==> src/hw/wtr_map.svh <==
/*
  register offsets, field positions, reset values and timing counts
  of the week timer alarm block. assumes a 20 MHz system clock.
*/
`ifndef WTR_MAP_SVH
`define WTR_MAP_SVH

// ----------------------------------------
// register byte offsets
// ----------------------------------------
`define WTR_OFF_CTRL      8'h00
`define WTR_OFF_WEEK      8'h04
`define WTR_OFF_COMPARE   8'h08
`define WTR_OFF_PRESC     8'h0c
`define WTR_OFF_RATE      8'h10
`define WTR_OFF_SWCTRL    8'h14
`define WTR_OFF_SWCNT     8'h18
`define WTR_OFF_STATUS    8'h1c
`define WTR_OFF_MASK      8'h20

// ----------------------------------------
// field positions
// ----------------------------------------
`define WTR_CTRL_RUN      0
`define WTR_CTRL_WAKE     6
`define WTR_SW_TICK_LSB   7
`define WTR_SW_NORELOAD   6
`define WTR_SW_GATE       5
`define WTR_SW_LEVEL      4
`define WTR_SW_PROBE      3
`define WTR_SWCNT_CNT_LSB 16
`define WTR_ST_WEEK       0
`define WTR_ST_SUBSEC     1
`define WTR_ST_SUBWEEK    2

// ----------------------------------------
// reset values and codes
// ----------------------------------------
`define WTR_COMPARE_RST   28'hffffff
`define WTR_RUN_RST       1'h1
`define WTR_PRESC_MAX     15'h7fff
`define WTR_SRC_NONE      3'h0
`define WTR_SRC_1HZ       3'h1
`define WTR_SRC_SUBSEC    3'h2
`define WTR_SRC_32K       3'h3

// ----------------------------------------
// timing
// ----------------------------------------
`define WTR_CLK_HZ        20000000
`define WTR_SLOW_HZ       32768
`define WTR_SLOW_CYC      (`WTR_CLK_HZ / `WTR_SLOW_HZ)

`endif

==> src/hw/wtr_pkg.sv <==
/*
  state types of the week timer alarm block.
  assumes nothing of its surroundings.
*/
package wtr_pkg;

  typedef struct packed {
    logic        waitreq;
    logic [31:0] rdata;
    logic [27:0] compare;
    logic [27:0] week;
    logic [14:0] presc;
    logic [3:0]  rate;
    logic [2:0]  tick_sel;
    logic        no_reload;
    logic        gate_en;
    logic        probe;
    logic        run_en;
    logic        wake_en;
    logic [8:0]  sw_load;
    logic [8:0]  sw_cnt;
    logic [2:0]  status;
    logic [2:0]  mask;
    logic        pwr_meta;
    logic        pwr_sync;
    logic        irq;
    logic        wake;
  } wtr_state_t;

  typedef struct packed {
    logic [9:0] cnt;
    logic       pulse;
  } wtr_div_state_t;

endpackage : wtr_pkg

==> src/hw/wtr_tick_div.sv <==
/*
  divider giving a one-cycle enable pulse every PERIOD clocks.
  assumes PERIOD between 2 and 1024.
*/
`timescale 1ns/100ps
`default_nettype none

module wtr_tick_div #(
  parameter int unsigned PERIOD = 610
) (
  input  wire logic clock,
  input  wire logic rst,
  output var  logic pulse
);
  import wtr_pkg::*;

  wtr_div_state_t st_reg;
  wtr_div_state_t st_next;

  always_comb begin
    st_next       = st_reg;
    st_next.pulse = 1'b0;
    if (st_reg.cnt == 10'(PERIOD - 1)) begin
      st_next.cnt   = 10'h0;
      st_next.pulse = 1'b1;
    end else begin
      st_next.cnt = st_reg.cnt + 10'h1;
    end
  end

  always_ff @(posedge clock or posedge rst) begin
    if (rst) begin
      st_reg <= '0;
    end else begin
      st_reg <= st_next;
    end
  end

  assign pulse = st_reg.pulse;

endmodule : wtr_tick_div

`default_nettype wire

==> src/hw/wtr_week_timer.sv <==
/*
  week compare alarm, prescaler, sub-second events and sub-week
  countdown with power-up event, behind an avalon-mm slave.
  assumes a 20 MHz clock, one battery-domain reset, and an
  asynchronous power-present pin.
*/
// Register access over Avalon-MM was decided locally.
// Overview of operation
// - week alarm and power-up event while week count >= compare value
// - compare register access completes whatever the run enable is
// - prescaler register reads live 15-bit divider, read-only
// - 4-bit sub-second rate field, zero disables sub-second events
// - rate n gives sub-second events at 2 to the n hertz
// - 3-bit tick select chooses what decrements the sub-week counter
// - on expiry reload from load value unless no-reload bit is set
// - gate enabled: power-up event only while power-present pin is high
// - gate disabled: power-present pin ignored for the power-up event
// - read-only bit 4 shows the power-present pin level
// - week count increments once per second while running
// - stopped timer holds prescaler at zero, no sub-second or sub-week ticks, week compare alarm still active
// - nonzero load write reloads sub-week counter, zero disables it
// - sub-week flag set on a tick at count one (expiry) with power-up enabled
`timescale 1ns/100ps
`default_nettype none
`include "wtr_map.svh"

module wtr_week_timer (
  input  wire logic        clock,
  input  wire logic        rst,
  input  wire logic [7:0]  avs_address,
  input  wire logic        avs_read,
  input  wire logic        avs_write,
  input  wire logic [31:0] avs_writedata,
  output var  logic [31:0] avs_readdata,
  output var  logic        avs_waitrequest,
  input  wire logic        system_power_present_in,
  output var  logic        irq,
  output var  logic        wake_event
);
  import wtr_pkg::*;

  wtr_state_t  st_reg;
  wtr_state_t  st_next;
  logic        tick;
  logic        ack_wr;
  logic        wrap;
  logic        subsec_hit;
  logic        sw_tick;
  logic        sw_expire;
  logic        week_ge;
  logic [14:0] presc_inc;
  logic [3:0]  bit_sel;
  logic [2:0]  st_set;
  logic [2:0]  st_clr;
  logic [31:0] rd_mux;

  // ----------------------------------------
  // 32.768 kHz enable
  // ----------------------------------------
  wtr_tick_div #(
    .PERIOD (`WTR_SLOW_CYC)
  ) u_div (
    .clock (clock),
    .rst   (rst),
    .pulse (tick)
  );

  // ----------------------------------------
  // read mux
  // ----------------------------------------
  always_comb begin
    rd_mux = 32'h0;
    case (avs_address)
      `WTR_OFF_CTRL: begin
        rd_mux[`WTR_CTRL_RUN]  = st_reg.run_en;
        rd_mux[`WTR_CTRL_WAKE] = st_reg.wake_en;
      end
      `WTR_OFF_WEEK:    rd_mux[27:0] = st_reg.week;
      `WTR_OFF_COMPARE: rd_mux[27:0] = st_reg.compare;
      `WTR_OFF_PRESC:   rd_mux[14:0] = st_reg.presc;
      `WTR_OFF_RATE:    rd_mux[3:0]  = st_reg.rate;
      `WTR_OFF_SWCTRL: begin
        rd_mux[`WTR_SW_TICK_LSB +: 3] = st_reg.tick_sel;
        rd_mux[`WTR_SW_NORELOAD]      = st_reg.no_reload;
        rd_mux[`WTR_SW_GATE]          = st_reg.gate_en;
        rd_mux[`WTR_SW_LEVEL]         = st_reg.pwr_sync;
        rd_mux[`WTR_SW_PROBE]         = st_reg.probe;
      end
      `WTR_OFF_SWCNT: begin
        rd_mux[`WTR_SWCNT_CNT_LSB +: 9] = st_reg.sw_cnt;
        rd_mux[8:0]                     = st_reg.sw_load;
      end
      `WTR_OFF_STATUS:  rd_mux[2:0] = st_reg.status;
      `WTR_OFF_MASK:    rd_mux[2:0] = st_reg.mask;
      default:          rd_mux = 32'h0;
    endcase
  end

  // ----------------------------------------
  // next state
  // ----------------------------------------
  always_comb begin
    st_next    = st_reg;
    ack_wr     = !st_reg.waitreq && avs_write;
    presc_inc  = st_reg.presc + 15'h1;
    bit_sel    = 4'hf - st_reg.rate;
    wrap       = st_reg.run_en && tick && (st_reg.presc == `WTR_PRESC_MAX);
    week_ge    = st_reg.week >= st_reg.compare;
    st_clr     = 3'h0;

    // one wait state, then the answer
    st_next.waitreq = !(st_reg.waitreq && (avs_read || avs_write));
    if (st_reg.waitreq && avs_read) begin
      st_next.rdata = rd_mux;
    end

    // pin synchroniser
    st_next.pwr_meta = system_power_present_in;
    st_next.pwr_sync = st_reg.pwr_meta;

    if (!st_reg.run_en) begin
      st_next.presc = 15'h0;
    end else if (tick) begin
      st_next.presc = presc_inc;
    end

    if (wrap) begin
      st_next.week = st_reg.week + 28'h1;
    end

    subsec_hit = st_reg.run_en && tick && (st_reg.rate != 4'h0) &&
                 (presc_inc[bit_sel] != st_reg.presc[bit_sel]);

    case (st_reg.tick_sel)
      `WTR_SRC_1HZ:    sw_tick = wrap;
      `WTR_SRC_SUBSEC: sw_tick = subsec_hit;
      `WTR_SRC_32K:    sw_tick = st_reg.run_en && tick;
      default:         sw_tick = 1'b0;
    endcase

    sw_expire = sw_tick && (st_reg.sw_cnt == 9'h1);
    if (sw_tick && (st_reg.sw_cnt != 9'h0)) begin
      if (sw_expire) begin
        st_next.sw_cnt = st_reg.no_reload ? 9'h0 : st_reg.sw_load;
      end else begin
        st_next.sw_cnt = st_reg.sw_cnt - 9'h1;
      end
    end

    // register writes at the acknowledge edge
    if (ack_wr) begin
      case (avs_address)
        `WTR_OFF_CTRL: begin
          st_next.run_en  = avs_writedata[`WTR_CTRL_RUN];
          st_next.wake_en = avs_writedata[`WTR_CTRL_WAKE];
        end
        `WTR_OFF_WEEK:    st_next.week    = avs_writedata[27:0];
        `WTR_OFF_COMPARE: st_next.compare = avs_writedata[27:0];
        `WTR_OFF_RATE:    st_next.rate    = avs_writedata[3:0];
        `WTR_OFF_SWCTRL: begin
          st_next.tick_sel  = avs_writedata[`WTR_SW_TICK_LSB +: 3];
          st_next.no_reload = avs_writedata[`WTR_SW_NORELOAD];
          st_next.gate_en   = avs_writedata[`WTR_SW_GATE];
          st_next.probe     = avs_writedata[`WTR_SW_PROBE];
        end
        `WTR_OFF_SWCNT: begin
          st_next.sw_load = avs_writedata[8:0];
          st_next.sw_cnt  = avs_writedata[8:0];
        end
        `WTR_OFF_STATUS:  st_clr       = avs_writedata[2:0];
        `WTR_OFF_MASK:    st_next.mask = avs_writedata[2:0];
        default:          st_clr       = 3'h0;
      endcase
    end

    // set wins over a same-cycle clear
    st_set                 = 3'h0;
    st_set[`WTR_ST_WEEK]   = week_ge;
    st_set[`WTR_ST_SUBSEC] = subsec_hit;
    st_set[`WTR_ST_SUBWEEK] = sw_expire && st_reg.wake_en;
    st_next.status = (st_reg.status & ~st_clr) | st_set;
    st_next.irq    = |(st_next.status & st_next.mask);

    st_next.wake = st_reg.wake_en &&
                   (week_ge || st_reg.status[`WTR_ST_SUBWEEK]) &&
                   (!st_reg.gate_en || st_reg.pwr_sync);
  end

  // ----------------------------------------
  // state register
  // ----------------------------------------
  always_ff @(posedge clock or posedge rst) begin
    if (rst) begin
      st_reg         <= '0;
      st_reg.waitreq <= 1'b1;
      st_reg.compare <= `WTR_COMPARE_RST;
      st_reg.run_en  <= `WTR_RUN_RST;
    end else begin
      st_reg <= st_next;
    end
  end

  assign avs_readdata    = st_reg.rdata;
  assign avs_waitrequest = st_reg.waitreq;
  assign irq             = st_reg.irq;
  assign wake_event      = st_reg.wake;
endmodule : wtr_week_timer

`default_nettype wire

==> config.mk <==
export PLATFORM = sky130hd
export DESIGN_NAME = wtr_week_timer
export DESIGN_NICKNAME = d
export VERILOG_FILES = /design/src/hw/wtr_pkg.sv /design/src/hw/wtr_tick_div.sv /design/src/hw/wtr_week_timer.sv
export VERILOG_INCLUDE_DIRS = /design/src /design/src/hw
export SDC_FILE = /design/constraint.sdc
export NUM_CORES = 1
export LEC_CHECK = 0
export BUFFER_PORTS_ARGS = -buffer_cell sky130_fd_sc_hd__buf_4
export CAP_MARGIN = 20
export CORE_ASPECT_RATIO = 0.8
export CORE_UTILIZATION = 40
export DETAILED_ROUTE_END_ITERATION = 6
export HOLD_SLACK_MARGIN = 0.12
export PLACE_DENSITY_LB_ADDON = 0.15
export REMOVE_ABC_BUFFERS = 1
export SLEW_MARGIN = 10
export SYNTH_ARGS = -nofsm -noshare
export SYNTH_HDL_FRONTEND = slang
export SYNTH_SLANG_ARGS = --single-unit
export TNS_END_PERCENT = 1
==> constraint.sdc <==
create_clock -name clock -period 8.4 [get_ports clock]
set_input_delay 0.84 -clock clock [delete_from_list [all_inputs] [get_ports clock]]
set_output_delay 0.84 -clock clock [all_outputs]
set_load 0.005 [all_outputs]
==> results.py, run 1 <==
metrics = {
    "sta": {
        "rsz0062_at_grt": "false",
        "max_freq_mhz": 265.4,
        "period_needed_ns": 3.768,
        "final_max_slew_viol_count": 0,
        "tightest_slew_ns": 1.073,
        "setup_viol": 0,
        "period_share_pct": 44.86,
        "holdWs_ns": 0.3652,
        "tns_ns": 0,
        "hold_viol_final": 0,
        "fin_skew_ns": 0.01023,
        "max_slew_margin_pct": 28.04,
    },
    "placed_design": {
        "place_inst": 1234,
        "place_area_um2": 9508,
        "port_buffers": 71,
        "gp_congestion": 0.8553,
        "place_hpwl_um": 16490,
    },
    "logic_synthesis": {
        "synth-seq-cells": 151,
        "synth_top_family_by_area": "simple AND/OR/NAND/NOR gates",
        "netlist_top_cells_area": "dfrtp_1 (35%), dfstp_2 (7.6%), mux2_2 (5.5%), ha_1 (4.8%), nand2_1 (4.3%)",
        "synth_xor_area_share_pct": 5.293,
        "async_flop_share_pct": 100.0,
        "synth_fa_ha_area_share_pct": 4.761,
        "synth_edf_count": 0,
        "synth_compound_area_share_pct": 15.15,
        "synth_cells": 928,
        "muxShareOfSynthArea_pct": 7.198,
        "syn_area_um2": 8935,
        "synth-simple-area-share_pct": 18.22,
        "ys.flop_type": "dfrtp_1",
        "yosys_warnings": 0,
        "synth_area_per_cell_um2": 9.628,
        "yosysTopAreaCell": "dfrtp_1",
        "yosysMostFrequentCell": "dfrtp_1",
        "synth_cell_types": 71,
        "synth_top_area_share_pct": 35.01,
        "synthTopCellsByCount": "dfrtp_1 (125), nand2_1 (102), nor2_1 (81)",
        "synth-seq-area-share_pct": 42.66,
    },
    "grt": {
        "grt_pass1_vias": 6574,
        "antenna_found_initial": 0,
        "grt_usage_pct": 21.78,
        "grt_pass1_wl_um": 38030,
        "grt_start_max_net_pins": 95,
        "grt_overflow": 0,
    },
    "floorplanning": {
        "num_rows": 48,
        "start_util_pct": 41.10,
        "die_x_um": 169.1,
        "ios": 80,
        "die_area_um2": 22940,
        "die_h_um": 135.7,
        "core_area_um2": 21740,
    },
    "clocking": {
        "postCtsHoldBufs": 0,
        "htree_levels": 4,
        "cts_tree": "done",
        "ctsResizeCount": 0,
        "clockBufferDepth": 2,
        "cts_root_buf": "clkbuf_16",
        "clock_latency_ns": 0.43,
        "cts_made_buffers": 17,
        "clkSinkCount": 151,
        "clk_pin_slew_ns": 0.07,
        "post_cts_buffers": 0,
    },
    "setup_path": {
        "critical_path_class": "reg -> reg",
        "crit_chain": "ha_1, nand4_4, nor3_1, and2_1, nand4_1, nor3_1, nand3_1, xor2_1, a21oi_1",
        "critPathCaptureType": "flop",
        "cpMostUsedCell": "nor3_1",
        "worst_ep_arrival_time_ns": 4.13,
        "cpPeakStageDelay_ns": 0.90,
        "crit_path_top_delay_cell": "nor3_1",
        "critical_path_peak_fanout": 7,
        "startpoint_type": "flop",
        "required_ns": 8.76,
    },
    "drt": {
        "drt_iter0_markers": 680,
        "drc": 0,
        "avgRoutedWirePerCell_um": 18.93,
        "drtPass1Iterations": 5,
        "viasPerCell": 5.525,
        "ant_nets": 0,
        "vias": 7006,
        "routed_wl_um": 24010,
    },
    "run": {
        "maxCapViolations": 0,
    },
    "finish": {
        "nNetsFinal": 1034,
        "final_cell_count_no_fill": 1268,
        "largest_reg_flops": 108,
        "fin_util_pct": 46.67,
        "drive_gt1_share_pct": 21.49,
        "seq_area_um2": 3811,
        "antennaDiodeCount": 0,
        "multi_input_area_um2": 4558,
        "design_area_um2": 10150,
        "syn2layout_area_growth_pct": 13.57,
        "fillers": 2139,
    },
    "power": {
        "vdd_drop_max_uv": 122.1,
        "pwr_density_cell_nw_per_um2": 175.0,
        "leakage_nw": 4.198,
    },
    "hold_path": {
        "hp-class": "reg -> reg",
    },
    "status": {
        "status": "completed",
    },
}
-- final timing paths --
kind,from,end,slack [ns],depth (start not counted)
worst max-delay path,st_reg[40],st_reg[74],4.63,9
worst min-delay path,st_next[2],st_reg[2],0.37,0
worst max register to register,st_reg[40],st_reg[74],4.63,9
worst min register to register,st_next[2],st_reg[2],0.37,0
max in group asynchronous,rst,st_reg[19],6.54,3
min in group asynchronous,rst,u_div.st_reg[7],0.57,2
-- stage by stage --
stage,worst slack (ns),total power [W]
floorplan,3.538,0.0008964
global placement,4.623,0.0009781
detailed placement,4.601,0.0009792
CTS,4.588,0.001790
global route,4.293,0.001849
finish,4.632,0.001776
-- layout make-up --
cell class              instances  area share, %
inverters                      40          1.529
multi-input cells             662          44.92
flip-flops and latches        151          37.56
clock buffers                  19          4.365
repair buffers                 83          6.239
well taps                     300          3.699
clock inverters                13          1.689
-- critical path, delay by kind of cell (launching register included) --
| kind | cells | cell delay, ns |
|---|---|---|
| xor+xnor | 1 | 0.20 |
| fa+ha+maj | 1 | 0.41 |
| simple gates | 6 | 2.43 |
| flops | 1 | 0.50 |
| compound gates | 1 | 0.14 |
-- placed cells by master (no fill, tap or decap), types with 26 or more instances in the layout --
cell,netlist,final
dfrtp_1,125,125
o21ai_0,30,30
buf_4,37,81
ha_1,34,34
inv_1,40,39
nand2_1,102,101
a21oi_1,50,50
dfstp_2,26,26
mux2_2,44,44
xor2_1,31,31
nor2_1,81,80
-- metal layers --
metal | GRT usage (%) | share of wire [%] | routed length (µm) | up-vias
met1 | 33.83 | 52 | 12560 | 3417
met4 | 5.055 | 1.1 | 269 | 0
met5 | 0 | 0 | 0 | -
li1 | - | - | - | 3357
met2 | 30.26 | 41 | 9838 | 212
met3 | 4.674 | 5.6 | 1335 | 20
-- cells by family after synthesis --
kind of cell | after synthesis
AOI/OAI and AO/OA | 191
and+or+nand+nor | 324
other | 1
buffers and inverters | 118
DFF | 151
adders and majority gates | 34
xor gates and xnor gates | 54
muxes | 55
-- power breakdown --
group          switching (W)  internal [W]
sequential         0.0000453      0.000760
clock               0.000328      0.000479
combinational      0.0000903     0.0000729
total               0.000464       0.00131
Power figures use the tool's default switching activity.
==> run 2: changes to the inputs <==
--- a/config.mk
+++ b/config.mk
@@ -6,6 +6,7 @@
 export SDC_FILE = /design/constraint.sdc
 export NUM_CORES = 1
 export LEC_CHECK = 0
+export ABC_AREA = 1
 export BUFFER_PORTS_ARGS = -buffer_cell sky130_fd_sc_hd__buf_4
 export CAP_MARGIN = 20
 export CORE_ASPECT_RATIO = 0.8
==> constraint.sdc (replaced) <==
create_clock -name clock -period 3.9 [get_ports clock]
set_input_delay 0.39 -clock clock [delete_from_list [all_inputs] [get_ports clock]]
set_output_delay 0.39 -clock clock [all_outputs]
set_load 0.005 [all_outputs]
==> results.py, run 2 <==
metrics = {
    "sta": {
        "hold_viol_final": 0,
        "worst_slack_ns": 0.9649,
        "final_max_slew_viol_count": 0,
        "max_slew_margin_pct": 34.99,
        "period_share_pct": 75.26,
        "rsz0062_at_grt": "false",
        "fin_skew_ns": 0.008261,
        "period_needed_ns": 2.935,
        "max_freq_mhz": 340.7,
        "tns_ns": 0,
        "tightest_slew_ns": 0.9741,
        "setup_viol": 0,
    },
    "finish": {
        "final_cell_count_no_fill": 1537,
        "final_cell_mix": "nand2_1 (244), inv_1 (174), dfrtp_1 (125)",
        "antennaDiodeCount": 0,
        "syn2layout_area_growth_pct": 14.54,
        "final_common_cell": "nand2_1",
        "design_area_um2": 10420,
        "largest_reg_flops": 108,
        "seq_area_um2": 3811,
        "drive_gt1_share_pct": 13.74,
        "fillers": 2192,
        "multi_input_area_um2": 4259,
        "nNetsFinal": 1303,
    },
    "clocking": {
        "cts_made_buffers": 17,
        "clockBufferDepth": 2,
        "postCtsHoldBufs": 3,
        "htree_levels": 4,
        "cts_tree": "done",
        "clk_pin_slew_ns": 0.07,
        "post_cts_buffers": 0,
        "clock_latency_ns": 0.44,
        "cts_root_buf": "clkbuf_16",
        "ctsResizeCount": 0,
        "clkSinkCount": 151,
    },
    "drt": {
        "vias": 8024,
        "avgRoutedWirePerCell_um": 17.43,
        "drtPass1Iterations": 5,
        "ant_nets": 0,
        "drt_iter0_markers": 800,
        "drc": 0,
        "routed_wl_um": 26790,
        "viasPerCell": 5.221,
    },
    "logic_synthesis": {
        "yosys_warnings": 0,
        "yosysTopAreaCell": "dfrtp_1",
        "synth_cells": 1175,
        "synth_cell_types": 51,
        "synth_top_area_share_pct": 34.40,
        "synthTopCellsByCount": "nand2_1 (245), inv_1 (175), dfrtp_1 (125)",
        "netlist_top_cells_area": "dfrtp_1 (34%), nand2_1 (10%), dfstp_2 (7.5%), inv_1 (7.2%), o21ai_0 (5.4%)",
        "yosysMostFrequentCell": "nand2_1",
        "synth_edf_count": 0,
        "syn_area_um2": 9094,
        "async_flop_share_pct": 100.0,
        "synth_area_per_cell_um2": 7.739,
        "synth-seq-area-share_pct": 41.91,
        "ys.flop_type": "dfrtp_1",
        "synth-seq-cells": 151,
    },
    "power": {
        "leakage_nw": 5.163,
        "vdd_drop_max_uv": 300.8,
        "pwr_density_cell_nw_per_um2": 361.2,
    },
    "grt": {
        "grt_pass1_vias": 7542,
        "antenna_found_initial": 1,
        "grt_usage_pct": 24.46,
        "grt_start_max_net_pins": 93,
        "grt_overflow": 0,
        "grt_pass1_wl_um": 42770,
    },
    "placed_design": {
        "port_buffers": 71,
        "place_hpwl_um": 19690,
        "gp_congestion": 0.8779,
        "dp_slack_ns": 1.003,
        "place_area_um2": 9756,
        "place_inst": 1501,
    },
    "setup_path": {
        "startpoint_type": "flop",
        "required_ns": 4.23,
        "r2r_end": "st_reg[16]",
        "reg2reg_from": "st_reg[36]",
        "critical_path_peak_fanout": 14,
        "worst_ep_arrival_time_ns": 3.27,
        "setup.worst_path.start": "st_reg[36]",
        "critical_path_class": "reg -> reg",
        "critPathCaptureType": "flop",
        "rrSetupSlack_ns": 0.96,
        "reg2reg_depth": 15,
    },
    "floorplanning": {
        "start_util_pct": 41.48,
        "die_h_um": 136.9,
        "core_area_um2": 21920,
        "die_x_um": 170.6,
        "ios": 80,
        "num_rows": 48,
        "die_area_um2": 23340,
    },
    "hold_path": {
        "hp-class": "in -> async",
    },
    "run": {
        "maxCapViolations": 0,
    },
    "status": {
        "status": "completed",
    },
}
run 2: changes by cell type in the layout (fill, tap and decap cells not counted), sizes merged, moves of 11 or more:
cell    delta
xnor2     -17
a31oi     -13
a21oi     +29
mux2      -44
inv      +139
o21ai     +72
a222oi    -16
nand2    +148
and2      -14
o22ai     +25
a22oi     -15
a22o      -11
nand3     +38
nor2      +13
run 2: kinds of logic (layout without fill, tap and decap cells):
kind of cell	count (synthesis)	after routing	synth area share, %
compound gates	241	241	14.96
xor+xnor	33	33	3.178
fa+ha+maj	34	34	4.678
buf+inv	240	299	11.41
flops	151	151	41.91
mux	7	7	0.7705
other cells	1	4	0.04124
simple gates	468	468	23.06
run 2: how the worst max path moves through the flow:
stage                      endpoint  slack [ns]  depth (start not counted)
global route             st_reg[14]        0.66                         15
detailed placement      st_reg[108]        1.00                         11
finish                   st_reg[16]        0.96                         15
CTS                      st_reg[16]        1.01                         15
global placement         st_reg[74]        1.06                         16
floorplan           avs_readdata[0]       -0.51                          1
run 2: per-layer routing:
layer | global-route usage (%) | share of wire (%) | vias to the layer above
li1 | - | - | 3935
met1 | 37.62 | 50 | 3804
met2 | 33.83 | 40 | 262
met3 | 5.639 | 7.8 | 23
met4 | 6.256 | 1.2 | 0
met5 | 0 | 0 | -
run 2: critical path, stage by stage, from the launching register on:
cell	delay [ns]
dfrtp_1	0.62
inv_1	0.27
nand2_1	0.20
o21ai_0	0.10
a211oi_1	0.20
nor2_1	0.09
o21ai_0	0.22
inv_1	0.08
nand3_2	0.09
nand4_2	0.21
a21oi_4	0.39
inv_4	0.11
nand2_1	0.08
nand2_1	0.05
nand2_1	0.05
nand2_1	0.06
run 2: through the flow:
| stage | hold slack (ns) | power [W] | util (%) |
|---|---|---|---|
| CTS | 0.1530 | 0.003791 | 47.43 |
| floorplan | 0.3312 | 0.001872 | - |
| detailed placement | 0.3378 | 0.002040 | 44.50 |
| global route | 0.1771 | 0.003921 | 47.52 |
| global placement | 0.3371 | 0.002037 | 44.50 |
| finish | 0.1111 | 0.003762 | 47.52 |
run 2: area by class of cell:
| type | instances | area share, % |
|---|---|---|
| Inverter | 179 | 6.523 |
| Sequential cell | 151 | 36.59 |
| Clock inverter | 14 | 1.646 |
| Timing Repair Buffer | 88 | 6.535 |
| Clock buffer | 18 | 4.216 |
| Multi-Input combinational cell | 787 | 40.89 |
| Tap cell | 300 | 3.604 |
run 2: where the power goes:
part	leakage, nW	internal, W	switching (W)	total [W]
Sequential	1.81	0.00162	0.0000450	0.00167
Clock	0.293	0.00103	0.000717	0.00174
Combinational	3.06	0.000131	0.000218	0.000349
==> run 3: changes to the inputs <==
==> constraint.sdc (replaced) <==
create_clock -name clock -period 2.8 [get_ports clock]
set_input_delay 0.28 -clock clock [delete_from_list [all_inputs] [get_ports clock]]
set_output_delay 0.28 -clock clock [all_outputs]
set_load 0.005 [all_outputs]
==> results.py, run 3 (same netlist as run 2, synthesis figures left out) <==
metrics = {
    "status": {
        "status": "completed",
    },
    "floorplanning": {
        "die_h_um": 136.9,
        "die_x_um": 170.6,
        "die_area_um2": 23340,
        "ios": 80,
        "num_rows": 48,
        "core_area_um2": 21920,
        "start_util_pct": 41.48,
    },
    "setup_path": {
        "required_ns": 3.13,
        "setup.worst_path.start": "st_reg[40]",
        "critical_path_peak_fanout": 9,
        "critPathCaptureType": "flop",
        "reg2reg_from": "st_reg[40]",
        "worst_ep_arrival_time_ns": 2.99,
        "critical_path_class": "reg -> reg",
        "reg2reg_depth": 16,
        "startpoint_type": "flop",
    },
    "sta": {
        "max_freq_mhz": 376.8,
        "final_max_slew_viol_count": 0,
        "fin_skew_ns": 0.01191,
        "max_slew_margin_pct": 51.04,
        "hold_viol_final": 0,
        "tightest_slew_ns": 0.7250,
        "period_needed_ns": 2.654,
        "worst_slack_ns": 0.1464,
        "rsz0062_at_grt": "true",
        "period_share_pct": 94.77,
        "holdWs_ns": 0.1432,
        "setup_viol": 0,
    },
    "clocking": {
        "htree_levels": 4,
        "cts_tree": "done",
        "cts_made_buffers": 17,
        "clock_latency_ns": 0.44,
        "clkSinkCount": 151,
        "cts_root_buf": "clkbuf_16",
        "clockBufferDepth": 2,
        "clk_pin_slew_ns": 0.07,
    },
    "drt": {
        "drc": 0,
        "vias": 8340,
        "drtPass1Iterations": 5,
        "routed_wl_um": 27450,
        "avgRoutedWirePerCell_um": 17.21,
        "ant_nets": 0,
        "drt_iter0_markers": 668,
        "viasPerCell": 5.229,
    },
    "placed_design": {
        "place_inst": 1533,
        "dp_slack_ns": 0.08151,
        "place_hpwl_um": 20210,
        "gp_congestion": 0.9120,
        "port_buffers": 71,
    },
    "finish": {
        "largest_reg_flops": 108,
        "final_cell_count_no_fill": 1595,
        "final_common_cell": "nand2_1",
        "drive_gt1_share_pct": 15.98,
        "nNetsFinal": 1361,
        "syn2layout_area_growth_pct": 20.75,
        "fin_util_pct": 50.09,
        "final_cell_mix": "nand2_1 (244), inv_1 (174), dfrtp_1 (125)",
        "antennaDiodeCount": 0,
    },
    "run": {
        "maxCapViolations": 0,
    },
    "hold_path": {
        "whs_path_depth": 5,
        "min_from": "avs_writedata[27]",
        "hp-class": "in -> reg",
    },
    "power": {
        "power.total_w": 0.005396,
        "leakage_nw": 5.418,
        "pwr_density_cell_nw_per_um2": 491.4,
        "vdd_drop_max_uv": 403.5,
    },
    "grt": {
        "grt_usage_pct": 24.53,
        "grt_overflow": 0,
        "grt_start_max_net_pins": 62,
        "grt_pass1_wl_um": 42610,
        "grt_pass1_vias": 7529,
        "antenna_found_initial": 0,
    },
}
-- run 3: critical path: stages, from the launching register on --
cell and delay [ns]:
dfrtp_1 0.38, ha_2 0.21, nand2_2 0.07, nor2_4 0.14
buf_12 0.14, nand4_4 0.11, nor3_4 0.28, nand2_4 0.11
nor2_4 0.15, nand4_4 0.14, nor2_4 0.16, nand4_4 0.14
nor2_2 0.14, nand2_1 0.08, xnor2_1 0.13, o21ai_1 0.12
inv_1 0.05
-- run 3: cell type report --
type                            count  area [µm²]
Sequential cell                   151        3811
Inverter                          179       679.4
Multi-Input combinational cell    787        4287
Clock buffer                       19       442.9
Timing Repair Buffer              146        1190
Clock inverter                     13       195.2
Tap cell                          300       375.4
Fill cell                        2151       10940
-- run 3: what timing repair did --
item / in CTS / in global routing
setup buffers: 0 / 4
endpoints found under the hold margin: 93 / 0
endpoints found under the setup margin: 0 / 16
gates resized for setup: 0 / 8
hold buffers: 26 / 0
-- run 3: stage by stage --
stage	TNS (ns)	instance area, µm²
after floorplan	-198.12	8742
after global placement	0	10010
after detailed placement	0	10010
after CTS	0	10910
after global routing	-0.06599	10980
final	0	10980
-- run 3: final timing paths --
| check | to | slack (ns) |
|---|---|---|
| min | st_reg[82] | 0.14 |
| min reg2reg | st_reg[2] | 0.35 |
| max in group asynchronous | st_reg[105] | 1.55 |
| max reg2reg | st_reg[82] | 0.15 |
| max | st_reg[82] | 0.15 |
| min in group asynchronous | u_div.st_reg[3] | 0.47 |
-- run 3: per-layer routing --
metal | up-vias | GRT usage (%) | wire length (µm)
met3 | 13 | 5.581 | 2062
met2 | 278 | 34.60 | 11430
li1 | 4045 | - | -
met1 | 4004 | 37.30 | 13750
met5 | - | 0 | 0
met4 | 0 | 6.006 | 210
-- run 3: power by group --
part / total, W / internal, W / switching (W)
clock network: 0.00254 / 0.00153 / 0.00101
registers: 0.00232 / 0.00226 / 0.0000546
logic: 0.000544 / 0.000220 / 0.000324
